==> src/hdl/rail_cfg_pkg.sv <==
// constants and carrier types for the rail configuration register bank
// assumes a byte-wide register port driven by the serial bus front end
package rail_cfg_pkg;

   // ---------------------------------------------------------------
   // register offsets
   // ---------------------------------------------------------------
   localparam logic [7:0] OFS_CFG_ONE = 8'h13;
   localparam logic [7:0] OFS_CFG_TWO = 8'h14;
   localparam logic [7:0] OFS_CFG_THREE = 8'h15;
   localparam logic [7:0] OFS_BUCK_ONE = 8'h16;
   localparam logic [7:0] OFS_BUCK_TWO = 8'h17;
   localparam logic [7:0] OFS_BUCK_THREE = 8'h18;
   localparam logic [7:0] OFS_BUCKBOOST = 8'h19;
   localparam logic [7:0] OFS_SLEW = 8'h1a;

   // ---------------------------------------------------------------
   // reset values and writable masks
   // ---------------------------------------------------------------
   localparam logic [7:0] RST_CFG_ONE = 8'h4c;
   localparam logic [7:0] RST_CFG_TWO = 8'hc0;
   localparam logic [7:0] RST_CFG_THREE = 8'h00;
   localparam logic [7:0] RST_BUCK_ONE = 8'h99;
   localparam logic [7:0] RST_BUCK_THREE = 8'h8c;
   localparam logic [7:0] RST_BUCKBOOST = 8'hb2;
   localparam logic [7:0] RST_SLEW = 8'h06;
   localparam logic [7:0] WMASK_CFG_ONE = 8'hff;
   localparam logic [7:0] WMASK_CFG_TWO = 8'hcf;
   localparam logic [7:0] WMASK_CFG_THREE = 8'h3f;
   localparam logic [7:0] WMASK_BUCK = 8'hbf;
   localparam logic [7:0] WMASK_SLEW = 8'hc7;

   // ---------------------------------------------------------------
   // field positions
   // ---------------------------------------------------------------
   localparam int POS_PG_DELAY = 3;
   localparam int POS_TIGHT = 2;
   localparam int POS_LOCKOUT = 0;
   localparam int POS_WARMRST = 7;
   localparam int POS_HYS = 6;
   localparam int POS_ILIM = 2;
   localparam int POS_PFDIS = 5;
   localparam int POS_DISCH = 2;
   localparam int POS_SKIP = 7;
   localparam int POS_GO = 7;
   localparam int POS_AUTO = 6;
   localparam logic [5:0] BB_LAST_CODE = 6'h34;

   // ---------------------------------------------------------------
   // timing
   // ---------------------------------------------------------------
   localparam int CLK_MHZ = 125;
   localparam int BLANK_MS = 5;
   localparam int PG_MS_0 = 10;
   localparam int PG_MS_1 = 20;
   localparam int PG_MS_2 = 50;
   localparam int PG_MS_3 = 150;
   localparam int CYC_PER_MS = CLK_MHZ * 1000;
   localparam int BLANK_CYC = BLANK_MS * CYC_PER_MS;

   // carrier for a register access
   typedef struct packed {
      logic wr;
      logic [7:0] addr;
      logic [7:0] data;
   } reg_req_s;

   // power-good sequencing state
   typedef enum logic [1:0] {PG_LOW = 2'b00, PG_WAIT = 2'b01, PG_HIGH = 2'b11} pg_state_e;

endpackage

==> src/hdl/rail_config_regs.sv <==
// configuration register bank for the buck rails, load switch and supervisor
// assumes the serial front end delivers one decoded access per cycle,
// the unlock procedure is tracked upstream and all inputs share clk_sys
`timescale 1ns/100ps

module rail_config_regs
   import rail_cfg_pkg::*;
#(
   parameter int BLANK_CYCLES = BLANK_CYC,
   parameter int MS_CYCLES = CYC_PER_MS
) (
   // clock, reset, enable
   input wire logic clk_sys,
   input wire logic sys_rst,
   input wire logic clkEn,
   // register access
   input wire reg_req_s regReq,
   input wire logic regStrobe,
   input wire logic unlocked,
   output logic [7:0] regRdata,
   output logic regAck,
   // default selection resistor straps
   input wire logic resistorValid,
   input wire logic [5:0] resistorBuckThree,
   input wire logic [5:0] resistorBuckBoost,
   // transition control from the slew block
   input wire logic transitionDone,
   output logic transitionStart,
   // monitors and analogue status
   input wire logic railsInRegulation,
   input wire logic railFault,
   input wire logic powerfail_out_n,
   input wire logic switchEnable,
   input wire logic gpPinTwoIn,
   // configuration outputs
   output logic powerGood,
   output logic monitorBlank,
   output logic overvoltageMonitorEn,
   output logic supervisorTight,
   output logic [1:0] undervoltageLockoutSel,
   output logic lockoutHysteresisSel,
   output logic [1:0] switchCurrentLimitSel,
   output logic switchOn,
   output logic switchDischarge,
   output logic railPairWarmReset,
   output logic gpPinTwoIsOutput,
   output logic [3:0] pulseSkipEn,
   output logic [5:0] buckOneTarget,
   output logic [5:0] buckTwoTarget,
   output logic [5:0] buckThreeCode,
   output logic [5:0] buckboostCode
);

   // ---------------------------------------------------------------
   // register storage
   // ---------------------------------------------------------------
   logic [7:0] cfgOne_q, cfgTwo_q, cfgThree_q, slew_q;
   logic [7:0] buck_q [4];
   logic [5:0] targetOne_q, targetTwo_q;
   logic [31:0] blankCnt_q, pgCnt_q;
   logic [31:0] pgLimit;
   logic strapDone_q, powerGood_q;
   pg_state_e pgState_q;
   logic wrAcc, buckWr, codeWrPair;

   // protected write, taken only once unlocked
   assign wrAcc = regStrobe && regReq.wr && unlocked && clkEn;
   assign buckWr = wrAcc && regReq.addr >= OFS_BUCK_ONE && regReq.addr <= OFS_BUCKBOOST;
   assign codeWrPair = wrAcc && (regReq.addr == OFS_BUCK_ONE || regReq.addr == OFS_BUCK_TWO);

   // masked merge: read-only bits keep their stored value
   function automatic logic [7:0] merge(input logic [7:0] old, input logic [7:0] nw,
                                        input logic [7:0] msk);
      merge = (old & ~msk) | (nw & msk);
   endfunction

   // buck register slot from the low address bits; 0x16 lands on slot 0
   function automatic logic [1:0] buck_slot(input logic [7:0] addr);
      buck_slot = addr[1:0] + 2'd2;
   endfunction

   // ---------------------------------------------------------------
   // configuration registers
   // ---------------------------------------------------------------
   always_ff @(posedge clk_sys) begin
      if (sys_rst) begin
         cfgOne_q <= RST_CFG_ONE;
         cfgTwo_q <= RST_CFG_TWO;
         cfgThree_q <= RST_CFG_THREE;
         slew_q <= RST_SLEW;
      end else if (clkEn) begin
         // done is seen even beside another write; a trigger write wins
         if (transitionDone) slew_q[POS_GO] <= 1'b0;
         if (wrAcc) begin
            // reserved read-only bits are masked out
            case (regReq.addr)
               OFS_CFG_ONE: cfgOne_q <= merge(cfgOne_q, regReq.data, WMASK_CFG_ONE);
               OFS_CFG_TWO: cfgTwo_q <= merge(cfgTwo_q, regReq.data, WMASK_CFG_TWO);
               OFS_CFG_THREE: cfgThree_q <= merge(cfgThree_q, regReq.data, WMASK_CFG_THREE);
               OFS_SLEW: slew_q <= merge(slew_q, regReq.data, WMASK_SLEW);
               default: ;
            endcase
         end
      end
   end

   // ---------------------------------------------------------------
   // converter voltage registers
   // ---------------------------------------------------------------
   // straps are sampled once after reset release, never under reset
   always_ff @(posedge clk_sys) begin
      if (sys_rst) begin
         buck_q[0] <= RST_BUCK_ONE;
         buck_q[1] <= RST_BUCK_ONE;
         buck_q[2] <= RST_BUCK_THREE;
         buck_q[3] <= RST_BUCKBOOST;
         strapDone_q <= 1'b0;
      end else if (clkEn) begin
         if (!strapDone_q) begin
            strapDone_q <= 1'b1;
            if (resistorValid) begin
               buck_q[2][5:0] <= resistorBuckThree;
               buck_q[3][5:0] <= resistorBuckBoost;
            end
         end else if (buckWr) begin
            // pulse-skip bit lands here and is used at once
            buck_q[buck_slot(regReq.addr)] <= merge(buck_q[buck_slot(regReq.addr)],
                                                     regReq.data, WMASK_BUCK);
         end
      end
   end

   // ---------------------------------------------------------------
   // buck one/two applied targets
   // ---------------------------------------------------------------
   // stored code reaches the rail only through trigger or auto mode
   always_ff @(posedge clk_sys) begin
      if (sys_rst) begin
         targetOne_q <= RST_BUCK_ONE[5:0];
         targetTwo_q <= RST_BUCK_ONE[5:0];
      end else if (clkEn) begin
         if (slew_q[POS_GO] || slew_q[POS_AUTO]) begin
            targetOne_q <= buck_q[0][5:0];
            targetTwo_q <= buck_q[1][5:0];
         end
      end
   end
   assign transitionStart = slew_q[POS_GO] || (slew_q[POS_AUTO] && codeWrPair);

   // ---------------------------------------------------------------
   // monitor blanking after a voltage write
   // ---------------------------------------------------------------
   always_ff @(posedge clk_sys) begin
      if (sys_rst) begin
         blankCnt_q <= '0;
      end else if (buckWr) begin
         blankCnt_q <= BLANK_CYCLES; // restart on every voltage register write
      end else if (clkEn && blankCnt_q != 0) begin
         blankCnt_q <= blankCnt_q - 32'd1;
      end
   end
   assign monitorBlank = blankCnt_q != 0;

   // ---------------------------------------------------------------
   // power-good delay
   // ---------------------------------------------------------------
   always_comb begin
      case (cfgOne_q[POS_PG_DELAY +: 2])
         2'b00: pgLimit = PG_MS_0 * MS_CYCLES;
         2'b01: pgLimit = PG_MS_1 * MS_CYCLES;
         2'b10: pgLimit = PG_MS_2 * MS_CYCLES;
         default: pgLimit = PG_MS_3 * MS_CYCLES;
      endcase
   end

   // rise waits out the delay, fall drops at once
   always_ff @(posedge clk_sys) begin
      if (sys_rst) begin
         pgState_q <= PG_LOW;
         pgCnt_q <= '0;
         powerGood_q <= 1'b0;
      end else if (clkEn) begin
         case (pgState_q)
            PG_LOW: begin
               pgCnt_q <= '0;
               powerGood_q <= 1'b0;
               if (railsInRegulation && !railFault) pgState_q <= PG_WAIT;
            end
            PG_WAIT: begin
               if (!railsInRegulation || railFault) begin
                  pgState_q <= PG_LOW;
               end else if (pgCnt_q + 32'd1 >= pgLimit) begin
                  pgState_q <= PG_HIGH;
                  powerGood_q <= 1'b1;
               end else begin
                  pgCnt_q <= pgCnt_q + 32'd1;
               end
            end
            // flag drops with the state, or a short fault would reappear undelayed
            PG_HIGH: begin
               if (!railsInRegulation || railFault) begin
                  pgState_q <= PG_LOW;
                  powerGood_q <= 1'b0;
               end
            end
            default: begin
               pgState_q <= PG_LOW;
               powerGood_q <= 1'b0;
            end
         endcase
      end
   end
   // combinational drop so power-down shows no delay
   assign powerGood = powerGood_q && railsInRegulation && !railFault;

   // ---------------------------------------------------------------
   // configuration decode to the analogue side
   // ---------------------------------------------------------------
   assign supervisorTight = cfgOne_q[POS_TIGHT];
   assign overvoltageMonitorEn = supervisorTight && !monitorBlank;
   assign undervoltageLockoutSel = cfgOne_q[POS_LOCKOUT +: 2];
   assign lockoutHysteresisSel = cfgTwo_q[POS_HYS];
   assign railPairWarmReset = cfgTwo_q[POS_WARMRST] && gpPinTwoIn;
   assign gpPinTwoIsOutput = !cfgTwo_q[POS_WARMRST];
   assign switchCurrentLimitSel = cfgTwo_q[POS_ILIM +: 2];
   assign switchOn = switchEnable && !(cfgThree_q[POS_PFDIS] && !powerfail_out_n);
   assign switchDischarge = cfgThree_q[POS_DISCH] && !switchOn;
   assign pulseSkipEn = {buck_q[3][POS_SKIP], buck_q[2][POS_SKIP],
                         buck_q[1][POS_SKIP], buck_q[0][POS_SKIP]};
   assign buckOneTarget = targetOne_q;
   assign buckTwoTarget = targetTwo_q;
   assign buckThreeCode = buck_q[2][5:0];
   // reserved buck-boost codes are not protected here, host keeps off them
   assign buckboostCode = buck_q[3][5:0];

   // ---------------------------------------------------------------
   // read path, registered
   // ---------------------------------------------------------------
   always_ff @(posedge clk_sys) begin
      if (sys_rst) begin
         regRdata <= 8'h00;
         regAck <= 1'b0;
      end else if (clkEn) begin
         regAck <= regStrobe;
         case (regReq.addr)
            OFS_CFG_ONE: regRdata <= cfgOne_q;
            OFS_CFG_TWO: regRdata <= cfgTwo_q;
            OFS_CFG_THREE: regRdata <= cfgThree_q;
            OFS_BUCK_ONE, OFS_BUCK_TWO, OFS_BUCK_THREE, OFS_BUCKBOOST:
               regRdata <= buck_q[buck_slot(regReq.addr)];
            OFS_SLEW: regRdata <= slew_q;
            default: regRdata <= 8'h00;
         endcase
      end
   end

   // ---------------------------------------------------------------
   // checks
   // ---------------------------------------------------------------
   chk_blank_on_write: assert property (@(posedge clk_sys) disable iff (sys_rst)
      buckWr |=> monitorBlank) else $error("blanking missing after voltage write");
   chk_locked_no_write: assert property (@(posedge clk_sys) disable iff (sys_rst)
      (regStrobe && regReq.wr && !unlocked && clkEn && regReq.addr == OFS_BUCK_THREE
       && strapDone_q) |=> $stable(buck_q[2])) else $error("locked write changed register");
   chk_pg_fall_now: assert property (@(posedge clk_sys) disable iff (sys_rst)
      railFault |-> !powerGood) else $error("power good held during fault");
   chk_pg_no_jump: assert property (@(posedge clk_sys) disable iff (sys_rst)
      $rose(railsInRegulation) |-> !powerGood) else $error("power good rose without delay");
   chk_switch_pf: assert property (@(posedge clk_sys) disable iff (sys_rst)
      (cfgThree_q[POS_PFDIS] && !powerfail_out_n) |-> !switchOn) else $error("switch on in fail");
   chk_discharge_off: assert property (@(posedge clk_sys) disable iff (sys_rst)
      switchDischarge |-> (!switchOn && cfgThree_q[POS_DISCH])) else $error("bad discharge");
   chk_hold_target: assert property (@(posedge clk_sys) disable iff (sys_rst)
      (clkEn && !slew_q[POS_GO] && !slew_q[POS_AUTO]) |=> $stable(targetOne_q))
      else $error("target moved without trigger");
   chk_go_clears: assert property (@(posedge clk_sys) disable iff (sys_rst)
      (clkEn && transitionDone && !(wrAcc && regReq.addr == OFS_SLEW)) |=> !slew_q[POS_GO])
      else $error("trigger stuck");
   chk_ro_bit_six: assert property (@(posedge clk_sys) disable iff (sys_rst)
      buck_q[0][6] == 1'b0) else $error("reserved bit set");
   chk_ov_supervisor_tight_sel: assert property (@(posedge clk_sys) disable iff (sys_rst)
      !cfgOne_q[POS_TIGHT] |-> !overvoltageMonitorEn) else $error("ov monitored when loose");

   // ---------------------------------------------------------------
   // power-good checks
   // ---------------------------------------------------------------
   // a rise must come out of the delay state, never straight back from a fault
   chk_pg_rise_path: assert property (@(posedge clk_sys) disable iff (sys_rst)
      $rose(powerGood) |-> $past(pgState_q) == PG_WAIT)
      else $error("power good rose without the delay state");
   // outside the high state the output stays low
   chk_pg_low_state: assert property (@(posedge clk_sys) disable iff (sys_rst)
      (pgState_q != PG_HIGH) |-> !powerGood) else $error("power good high outside high state");

   // ---------------------------------------------------------------
   // register path checks
   // ---------------------------------------------------------------
   // reserved pair of the switch limit register answers as zero
   chk_cfg_two_read: assert property (@(posedge clk_sys) disable iff (sys_rst)
      (regStrobe && clkEn && regReq.addr == OFS_CFG_TWO)
      |=> (regAck && regRdata[5:4] == 2'b00)) else $error("reserved bits read back set");
   // reserved read-only fields never hold a one
   chk_ro_fields: assert property (@(posedge clk_sys) disable iff (sys_rst)
      cfgTwo_q[5:4] == 2'b00 && cfgThree_q[7:6] == 2'b00 && slew_q[5:3] == 3'b000)
      else $error("reserved field set");
   // pulse-skip follows the written bit on the next cycle, no trigger needed
   chk_skip_now: assert property (@(posedge clk_sys) disable iff (sys_rst)
      (buckWr && strapDone_q && regReq.addr == OFS_BUCK_ONE)
      |=> pulseSkipEn[0] == $past(regReq.data[POS_SKIP])) else $error("pulse-skip late");
   // after the strap cycle buck three moves only on a write
   chk_strap_once: assert property (@(posedge clk_sys) disable iff (sys_rst)
      (strapDone_q && !buckWr) |=> $stable(buck_q[2])) else $error("buck three moved");
   // auto mode copies the stored codes straight through
   chk_auto_follow: assert property (@(posedge clk_sys) disable iff (sys_rst)
      (clkEn && slew_q[POS_AUTO]) |=> (targetOne_q == $past(buck_q[0][5:0])
      && targetTwo_q == $past(buck_q[1][5:0]))) else $error("auto target lagging");
   // the blanking counter steps down by one when left alone
   chk_blank_count: assert property (@(posedge clk_sys) disable iff (sys_rst)
      (clkEn && !buckWr && blankCnt_q != 0) |=> blankCnt_q == $past(blankCnt_q) - 32'd1)
      else $error("blanking count skipped");

   // ---------------------------------------------------------------
   // pin and switch checks
   // ---------------------------------------------------------------
   // with the select low pin two is a plain output, no warm reset
   chk_warm_sel: assert property (@(posedge clk_sys) disable iff (sys_rst)
      !cfgTwo_q[POS_WARMRST] |-> (gpPinTwoIsOutput && !railPairWarmReset))
      else $error("warm reset while pin is output");
   // with the fail disable low the switch follows its enable
   chk_switch_follow: assert property (@(posedge clk_sys) disable iff (sys_rst)
      !cfgThree_q[POS_PFDIS] |-> switchOn == switchEnable) else $error("switch cut wrongly");
   // discharge runs whenever enabled and the switch is off
   chk_discharge_on: assert property (@(posedge clk_sys) disable iff (sys_rst)
      (cfgThree_q[POS_DISCH] && !switchOn) |-> switchDischarge) else $error("no discharge");

endmodule

==> config.mk <==
export PLATFORM = sky130hd
export DESIGN_NAME = rail_config_regs
export DESIGN_NICKNAME = d
export VERILOG_FILES = /design/src/hdl/rail_cfg_pkg.sv /design/src/hdl/rail_config_regs.sv
export SDC_FILE = /design/constraint.sdc
export NUM_CORES = 1
export LEC_CHECK = 0
export BUFFER_PORTS_ARGS = -buffer_cell sky130_fd_sc_hd__buf_2
export CAP_MARGIN = 5
export CORE_MARGIN = 1.5
export CORE_UTILIZATION = 40
export DETAILED_ROUTE_END_ITERATION = 10
export SLEW_MARGIN = 20
export SYNTH_ARGS = -nofsm -noshare
export SYNTH_HDL_FRONTEND = slang
export SYNTH_SLANG_ARGS = --single-unit
==> constraint.sdc <==
create_clock -name clk_sys -period 10.8 [get_ports clk_sys]
set_input_delay 2.7 -clock clk_sys [delete_from_list [all_inputs] [get_ports clk_sys]]
set_output_delay 2.7 -clock clk_sys [all_outputs]
set_load 0.02 [all_outputs]
# Word level (Yosys, flattened, before mapping)
# Memory sizes are Yosys's and may differ from the RTL's.
# Index checks and enable logic that the tools add are counted.
# W data, S select, Z words.
[op_classes] n_reduce_logical=43 eq_ne=18 addsub=3 n_lt_le_gt_ge=3 n_mux=36 n_bitwise=6
[op_table] cell="$pmux W25 S3" n=1
[op_table] cell="$eq A8 B5 Y1 const B" n=8
[op_table] cell="$mux W32" n=2
[op_table] cell="$pmux W32 S2" n=1
[op_table] cell="$mux W20" n=2
[op_table] cell="$pmux W8 S5" n=1
[op_table] cell="$add A32 B1 Y32 const B" n=1
[op_table] cell="$ge A32 B32 Y1" n=1
[op_table] cell="$reduce_bool A32 Y1" n=1
[op_table] cell="$sub A32 B1 Y32 const B" n=1
[op_table] cell="$mux W8" n=3
[op_table] cell="$mux W1" n=17
[op_table] cell="$logic_and A1 B1 Y1" n=16
[op_table] cell="$or A6 B8 Y8" n=2
[op_table] cell="$mux W6" n=2
[op_table] cell="$reduce_and A3 Y1" n=4
[op_table] cell="$reduce_and A4 Y1" n=3
[op_table] cell="$mux W2" n=5
[op_table] cell="$ne A2 B2 Y1 const B" n=5
[op_table] cell="$ge A8 B5 Y1 const B" n=1
[op_table] cell="$le A8 B5 Y1 const B" n=1
[op_table] cell="$or A7 B8 Y8" n=1
[op_table] cell="$or A8 B6 Y8" n=1
[op_table] cell="$reduce_or A8 Y1" n=1
[op_table] cell="other kinds (14)" n=28
[totals] reg_bits=121 mem_bits_rw=32 word_cells=125 output_inout_bits=51 input_bits=41 memories=1
[memory_table] memory="buck_q" words=4 word_bits=8 read_ports=5 rd_ports_with_merged_regs=0 wr=4 line_no="rail_config_regs.sv:58" text="logic [7:0] buck_q [4];"

# Longest topological paths before layout
# Gate-level depths: netlist of the first run.
[depth] depth_word=12 ltp_mapped=18 ltp_nobuf=17

# Worst setup path after synthesis of the first run
# OpenSTA, ideal clock, no wires.
[synth_path] path_kind="input-to-output" start="in regReq[13] (netlist name)" end="out transitionStart" path_slack_ns=4.199 arrival_ns=3.901 required_ns=8.100 stages=4 path_cell_list="or4b_1 -> clkbuf_1 -> nand2b_1 -> o21bai_1"
[synth_between] elab_chain_cells=5 word_cells_on_any_way=6
[synth_lines] element="start: declaration" line_no="rail_config_regs.sv:17" text="input wire reg_req_s regReq,"
[synth_lines] element="$eq A8 B5 Y1" line_no="rail_config_regs.sv:69" text="assign codeWrPair = wrAcc && (regReq.addr == OFS_BUCK_ONE || regReq.addr == OFS_BUCK_TWO);"
[synth_lines] element="$logic_or A1 B1 Y1 (*)" line_no="rail_config_regs.sv:69"
[synth_lines] element="$logic_and A1 B1 Y1 (*)" line_no="rail_config_regs.sv:69"
[synth_lines] element="$logic_and A1 B1 Y1 (*)" line_no="rail_config_regs.sv:148" text="assign transitionStart = slew_q[POS_GO] || (slew_q[POS_AUTO] && codeWrPair);"
[synth_lines] element="$logic_or A1 B1 Y1 (*)" line_no="rail_config_regs.sv:148"
[synth_lines] element="end: declaration" line_no="rail_config_regs.sv:28" text="output logic transitionStart,"
# Every way passes the cells marked *; elsewhere a longest branch is shown, timed or not.

# Final worst setup path of the first run
[layout_path] start="in clkEn" end="out transitionStart"
[layout_between] elab_chain_cells=4
[layout_lines] element="start: declaration" line_no="rail_config_regs.sv:15" text="input wire logic clkEn,"
[layout_lines] element="$logic_and A1 B1 Y1" line_no="rail_config_regs.sv:67" text="assign wrAcc = regStrobe && regReq.wr && unlocked && clkEn;"
[layout_lines] element="$logic_and A1 B1 Y1" line_no="rail_config_regs.sv:69"
[layout_lines] element="$logic_and A1 B1 Y1" line_no="rail_config_regs.sv:148"
[layout_lines] element="$logic_or A1 B1 Y1" line_no="rail_config_regs.sv:148"
# No other way between the ends.

==> results of run 1 <==
## cell type report
class                   count  area, um2
well taps                 234        293
clock buffers              17        425
inverters                  23       86.3
fillers                  1809      10000
clock inverters            15        154
multi-input cells         613       3990
flip-flops and latches    146       3240
repair buffers             99        515
## power breakdown
| group | internal [mW] | switching, mW | leakage [nW] |
|---|---|---|---|
| Sequential | 0.619 | 0.0533 | 1.21 |
| Combinational | 0.180 | 0.247 | 1.89 |
| Clock | 0.310 | 0.275 | 0.288 |
## logic make-up (layout without fill, tap and decap cells)
| logic type | after synthesis | after routing |
|---|---|---|
| buffers and inverters | 82 | 154 |
| and+or+nand+nor | 353 | 353 |
| AOI/OAI and AO/OA | 168 | 168 |
| DFF | 146 | 146 |
| muxes | 18 | 18 |
| adders and majority gates | 26 | 26 |
| xor gates and xnor gates | 48 | 48 |
## layer usage
layer | share of wire (%) | vias to the layer above | wire length, um | GRT usage [%]
li1 | - | 3151 | - | -
met1 | 48 | 3078 | 9500 | 28.4
met2 | 46 | 178 | 9140 | 32.1
met3 | 4.8 | 20 | 949 | 4.52
met4 | 1.7 | 0 | 336 | 6.58
met5 | 0 | - | 0 | 0
## final timing paths
kind                                   from               to  slack, ps
worst max-delay path                  clkEn  transitionStart       3990
worst min register to register  cfgOne_q[5]      cfgOne_q[5]        450
worst min-delay path            cfgOne_q[5]      cfgOne_q[5]        450
worst max register to register   pgCnt_q[0]       pgCnt_q[0]       5640
## layout by cell type, fill, tap and decap left out, types with 5 or more instances in the layout
cell type | netlist | layout
inv_8 | 0 | 6
nor2_1 | 72 | 72
nor3_1 | 16 | 16
mux2i_1 | 7 | 7
mux4_2 | 8 | 8
clkbuf_16 | 0 | 17
buf_2 | 2 | 91
o31ai_1 | 9 | 9
a221oi_1 | 5 | 5
nand2_1 | 99 | 99
nand3_1 | 33 | 33
and4_1 | 6 | 6
nand2b_1 | 16 | 16
nor4_1 | 10 | 9
dfxtp_1 | 114 | 114
a311oi_1 | 5 | 5
o22a_1 | 5 | 5
and2_1 | 24 | 24
inv_1 | 22 | 22
ha_1 | 26 | 26
or3_1 | 14 | 14
a21oi_1 | 37 | 37
edfxtp_1 | 32 | 32
xor2_1 | 21 | 21
o21ai_0 | 23 | 23
and3_1 | 12 | 12
a22o_1 | 20 | 20
nor2b_1 | 6 | 6
a22oi_1 | 9 | 9
nand4_1 | 19 | 19
inv_6 | 0 | 5
o211ai_1 | 16 | 16
a21o_1 | 8 | 8
buf_4 | 21 | 8
xnor2_1 | 27 | 27
## sequential cells by signal (all words and copies together), names as in the netlist
signal,flops
blankCnt_q,32
pgState_q,2
slew_q,5
regAck,1
cfgThree_q,6
pgCnt_q,32
cfgTwo_q,6
regRdata,8
powerGood_q,1
buckTwoTarget,6
buckOneTarget,6
strapDone_q,1
cfgOne_q,8
buck_q,32
## worst reg2reg max path, cell delays in order, from the launching register on
cell	delay, ps
dfxtp_1	430
ha_1	290
and3_1	270
and3_1	290
and3_1	280
and3_1	270
and3_1	240
nand3_1	100
xnor2_1	160
ha_1	200
a21o_1	170
a221oi_1	310
o41ai_1	160
o21ai_0	240
nand4_1	150
o41a_1	520
o21a_1	540
mux2_2	410
## metrics by stage
step                hold slack, ps  cells  util [%]  worst slack [ps]
floorplan                      436    841         -              4200
global placement               442   1115      43.5              4040
detailed placement             447   1115      43.5              3990
CTS                            457   1147      46.6              3990
global route                   470   1147      46.6              3900
finish                         455   1147      46.6              3990
==> metrics.md, run 1 <==
| Metric | Value |
|---|---|
| Overall global routing resource usage | `20.6%` |
| Relative slew slack | `24.2%` |
| # rows | `50` |
| Kind of critical path | `input pin to output port` |
| Worst reg2reg path depth | `17` |
| Post-synth top area cell | `dfxtp_1` |
| Core Region | `0.0187 mm2` |
| Post-Syn Instances | `841` |
| Vias in the first global route | `5,979` |
| Syn nets | `908` |
| Worst-Skew Late Latency | `430 ps` |
| Top cells by count, synth | `114 x dfxtp_1, 99 x nand2_1, 72 x nor2_1` |
| Complex-gate fraction of the synthesized area | `15.2%` |
| Min cycle time layout | `6810 ps` |
| Mapped Area | `0.00762 mm2` |
| Hold buffers post-CTS | `0` |
| Setup TNS | `0 ps` |
| Fraction of layout cells with a size suffix above 1 | `16.9%` |
| Post-Route WL | `19,900 um` |
| CTS Buffer Depth | `2` |
| Most common cell on crit path | `buf_2` |
| Status | `finished clean` |
| Pin count of the biggest net entering global routing | `48` |
| Chip height | `141 um` |
| First-pass GRT wire length | `31,900 um` |
| Adder-Cell Fraction of Synth Area | `4.27%` |
| Number of H-tree levels | `4` |
| Final worst path period share | `63.1%` |
| Number of max-cap violations | `0` |
| Ports | `92` |
| Final hold violations | `0` |
| Area grow syn2layout | `14.2%` |
| First-pass DRT Iterations | `5` |
| Vias | `6,427` |
| Cell area power density | `193 mW/mm2` |
| CP bufs+invs | `3` |
| Clk_skew | `10.5 ps` |
| Worst stage delay on the critical path | `550 ps` |
| Final Max Tran Viols | `0` |
| Sequential share of the synthesized area | `42.5%` |
| Leading cell types by total area after synthesis | `dfxtp_1 30%, edfxtp_1 13%, nand2_1 4.9%` |
| Synth top area share | `29.9%` |
| Synth Area in Simple Gates | `23.5%` |
| Post-synth ARST share | `0%` |
| Primary FF master, synth | `dfxtp_1` |
| CTS sink count | `146` |
| Post-DRT Antenna Nets | `0` |
| Top-count cell post-synth | `dfxtp_1` |
| DIE AREA | `0.0199 mm2` |
| EDFF count, synth | `32` |
| Worst path depth | `6` |
| 1st-iter DRT viols | `509` |
| PortBufs | `91` |
| Worst Hold Class | `flip-flop to flip-flop` |
| Total power | `1.68 mW` |
| Synth unique cells | `66` |
| Post-synthesis area per instance | `9.07 um2` |
| XOR/XNOR share of the synthesized area | `5.51%` |
| Crit-path max FO | `35` |
| Transition time of the tightest slew-check pin | `1120 ps` |
| Initial antenna violation count | `0` |
| Root buffer cell | `clkbuf_16` |
| Final Setup Violations | `0` |
| Leak | `3.39 nW` |
| Crit-path cells | `buf_2 -> buf_4 -> and4_1 -> nand3_1 -> o21bai_1 -> buf_2` |
| Post-synthesis mux area share | `3.72%` |
| CTS tree | `yes` |
| Flops & latches, synth | `146` |
| Vias/cell | `5.60` |
| Residual DRC count | `0` |
| Initial Util | `40.8%` |
| Post-CTS setup buffers | `0` |
| Fmax | `0.147 GHz` |
| Worst vdd ir | `0.155 mV` |
| Crit path launch type | `input pin` |
| Global route overflow | `0` |
| Reg clk slew, reported paths | `70 ps` |
| Inserted Diodes | `0` |
| Worst Path Required | `8100 ps` |
| Routed len/inst | `17.4 um` |
| Hold path depth | `2` |
| Yosys warning count | `0` |
| CTS resizes | `0` |
| Routability congestion estimate | `0.821` |
| Crit-path slowest cell | `and4_1` |
| Cell Area, Placed | `0.00813 mm2` |
| Arrival time worst endpoint | `4110 ps` |
| DPL Wire Length | `14,200 um` |
| Largest family of logic cells by synthesized area | `simple AND/OR/NAND/NOR gates` |
| CP Capture Type | `output port` |
| Finished Cell Area | `0.00871 mm2` |
| CTS buffer count | `17` |
| DIE WIDTH | `141 um` |
| RSZ-0062 raised after global routing | `false` |
| Top delay family on crit path | `simple AND/OR/NAND/NOR gates` |
| Final #Nets | `967` |
No activity file was read; power rests on OpenSTA's default activity.
==> run 2, diff against run 1 <==
- clock period: 10.8 -> 5.53 ns (I/O delays scaled with it)
==> run 2 against run 1 <==
Compared with the run above: setup slack lost 3400 ps; clock power up 100%; cell count hardly changed; largest cell class unchanged; largest power group unchanged; combinational power rose by 96%; critical path depth rose by 11; first-iteration DRC count rose by 8.6%; via count shrank 0.75%; routed wire length grew 1.4%; sequential power is 95% higher; global-route usage increased by 0.53 points.
==> metrics.md, run 2 (synthesis results as in run 1) <==
| Metric | Value |
|---|---|
| Initial Util | `40.8% (unchanged)` |
| Crit-path cells | `ha_1 -> and3_1 -> and3_1 -> and3_1 -> and3_1 -> and3_1 -> nand3_1 -> xnor2_1 -> ha_1 -> a21o_1 -> a221oi_1 -> o41ai_1 -> o21ai_0 -> nand4_1 -> o41a_1 -> o21a_1 -> mux2_2` |
| CP Capture Type | `flip-flop` |
| Worst-Skew Late Latency | `430 ps (about the same)` |
| Chip height | `141 um (unchanged)` |
| Net Sw Power | `1.12 mW (+95%)` |
| DIE AREA | `0.0199 mm2 (unchanged)` |
| Net switching fraction of the power | `33.8% (-0.43 points)` |
| Worst vdd ir | `0.286 mV (+85%)` |
| Final #Nets | `968 (+0.10%)` |
| Area grow syn2layout | `14.5%` |
| Cell area power density | `381 mW/mm2 (+97%)` |
| Cell Area, Placed | `0.00814 mm2 (about the same)` |
| First-pass DRT Iterations | `4 (-1)` |
| Fraction of layout cells with a size suffix above 1 | `17.0% (+0.091 points)` |
| DPL Wire Length | `14,800 um (+4.3%)` |
| CTS sink count | `146 (unchanged)` |
| Layout Cells excl Fill | `1,148 (+0.087%)` |
| First-pass GRT wire length | `32,400 um (+1.6%)` |
| Largest registers | `blankCnt_q (32), buck_q (32), pgCnt_q (32)` |
| CTS buffer count | `17 (unchanged)` |
| Crit path launch type | `flip-flop` |
| Fmax | `0.204 GHz` |
| PortBufs | `91 (unchanged)` |
| Reg clk slew, reported paths | `70 ps (about the same)` |
| Routability congestion estimate | `0.905 (+10%)` |
| DIE WIDTH | `141 um (unchanged)` |
| Commonest non-fill, non-tap cell in the layout | `dfxtp_1` |
| Vias in the first global route | `5,986 (+0.12%)` |
| Relative slew slack | `39.7% (+15 points)` |
| Worst Path Required | `5840 ps (-2260 ps)` |
| Final worst path period share | `88.6%` |
| Overall global routing resource usage | `21.1% (+0.53 points)` |
| Setup TNS | `0 ps (unchanged)` |
| Leak | `3.40 nW (+0.18%)` |
| Clock power share | `35.3% (+0.6 points)` |
| Pin count of the biggest net entering global routing | `34 (-29%)` |
| Post-Route WL | `20,200 um (+1.4%)` |
| Vias/cell | `5.56 (-0.83%)` |
| Initial antenna violation count | `0 (unchanged)` |
| Number of max-cap violations | `0 (unchanged)` |
| Dpl ws | `710 ps (-3280 ps)` |
| Kind of critical path | `flip-flop to flip-flop` |
| Fin worst setup slack | `631 ps (-3360 ps)` |
| Final Max Tran Viols | `0 (unchanged)` |
| Post-CTS setup buffers | `0 (unchanged)` |
| # placed instances | `1,116 (+0.090%)` |
| Worst Hold Class | `flip-flop to flip-flop` |
| Crit-path max FO | `21 (-40%)` |
| Root buffer cell | `clkbuf_16` |
| Finished Core Util | `46.7% (+0.13 points)` |
| Seq pwr share | `39.5% (-0.4 points)` |
| Crit-path slowest cell | `o41a_1` |
| Worst stage delay on the critical path | `570 ps (+20 ps)` |
| Finished Cell Area | `0.00873 mm2 (+0.27%)` |
| # rows | `50 (unchanged)` |
| 1st-iter DRT viols | `553 (+8.6%)` |
| Inserted Diodes | `0 (unchanged)` |
| CTS tree | `yes` |
| Final hold violations | `0 (unchanged)` |
| Combinational share of power | `25.2% (-0.2 points)` |
| Hold buffers post-CTS | `0 (unchanged)` |
| CTS resizes | `0 (unchanged)` |
| Core Region | `0.0187 mm2 (unchanged)` |
| Most frequent cells in the layout | `114 x dfxtp_1, 99 x nand2_1, 91 x buf_2` |
| Arrival time worst endpoint | `5210 ps (+1100 ps)` |
| Vias | `6,379 (-0.75%)` |
| Status | `finished clean` |
| Transition time of the tightest slew-check pin | `897 ps (-228 ps)` |
| Clk_skew | `9.69 ps (-0.778 ps)` |
| Post-DRT Antenna Nets | `0 (unchanged)` |
| Global route overflow | `0 (unchanged)` |
| Most common cell on crit path | `and3_1` |
| RSZ-0062 raised after global routing | `false` |
| Final Setup Violations | `0 (unchanged)` |
| Routed len/inst | `17.6 um (+1.3%)` |
| CTS Buffer Depth | `2 (unchanged)` |
| Min cycle time layout | `4900 ps` |
| Ports | `92 (unchanged)` |
| Pint | `2.20 mW (+99%)` |
| Number of H-tree levels | `4 (unchanged)` |
| Residual DRC count | `0 (unchanged)` |
[run 2: final timing paths]
kind / start / endpoint / slack [ps] / cells after the start
worst max-delay path: pgCnt_q[1] / pgCnt_q[0] / 630 / 17
worst min-delay path: cfgOne_q[7] / cfgOne_q[7] / 460 / 2
worst max register to register: pgCnt_q[1] / pgCnt_q[0] / 630 / 17
worst min register to register: cfgOne_q[7] / cfgOne_q[7] / 460 / 2
[run 2: area by class of cell]
type | count | area, um2
Clock buffer | 17 | 425
Clock inverter | 15 | 170
Fill cell | 1782 | 9970
Inverter | 23 | 86.3
Multi-Input combinational cell | 613 | 3990
Sequential cell | 146 | 3240
Tap cell | 234 | 293
Timing Repair Buffer | 100 | 523
[run 2: worst max-delay path: cells and delay by family, from the launching register on]
family                   cells  cell delay (ps)
AO/OA/AOI/OAI                6             1870
AND/OR/NAND/NOR              7             1480
adder cells (fa/ha/maj)      2              470
flip-flops                   1              410
multiplexers                 1              390
XOR/XNOR                     1              160
[run 2: power groups by stage]
stage / logic [mW] / registers, mW / clock network (mW)
6_report: 0.838 / 1.31 / 1.17
5_1_grt: 0.957 / 1.33 / 1.24
4_1_cts: 0.848 / 1.31 / 1.19
3_5_place_dp: 0.840 / 1.33 / 0
3_3_place_gp: 0.832 / 1.33 / 0
2_1_floorplan: 0.674 / 1.32 / 0
[run 2: per-layer routing]
metal  global-route usage, %  wire (um)  share of wire [%]
met4                    6.03        353                1.7
met5                       0          0                  0
met1                    29.0       9700                 48
met3                    4.96        917                4.5
met2                    33.2       9230                 46
[run 2: stage by stage]
| stage | power (mW) | hold slack [ps] |
|---|---|---|
| floorplan | 1.99 | 436 |
| global placement | 2.17 | 442 |
| detailed placement | 2.17 | 447 |
| CTS | 3.35 | 456 |
| global route | 3.53 | 476 |
| finish | 3.32 | 457 |
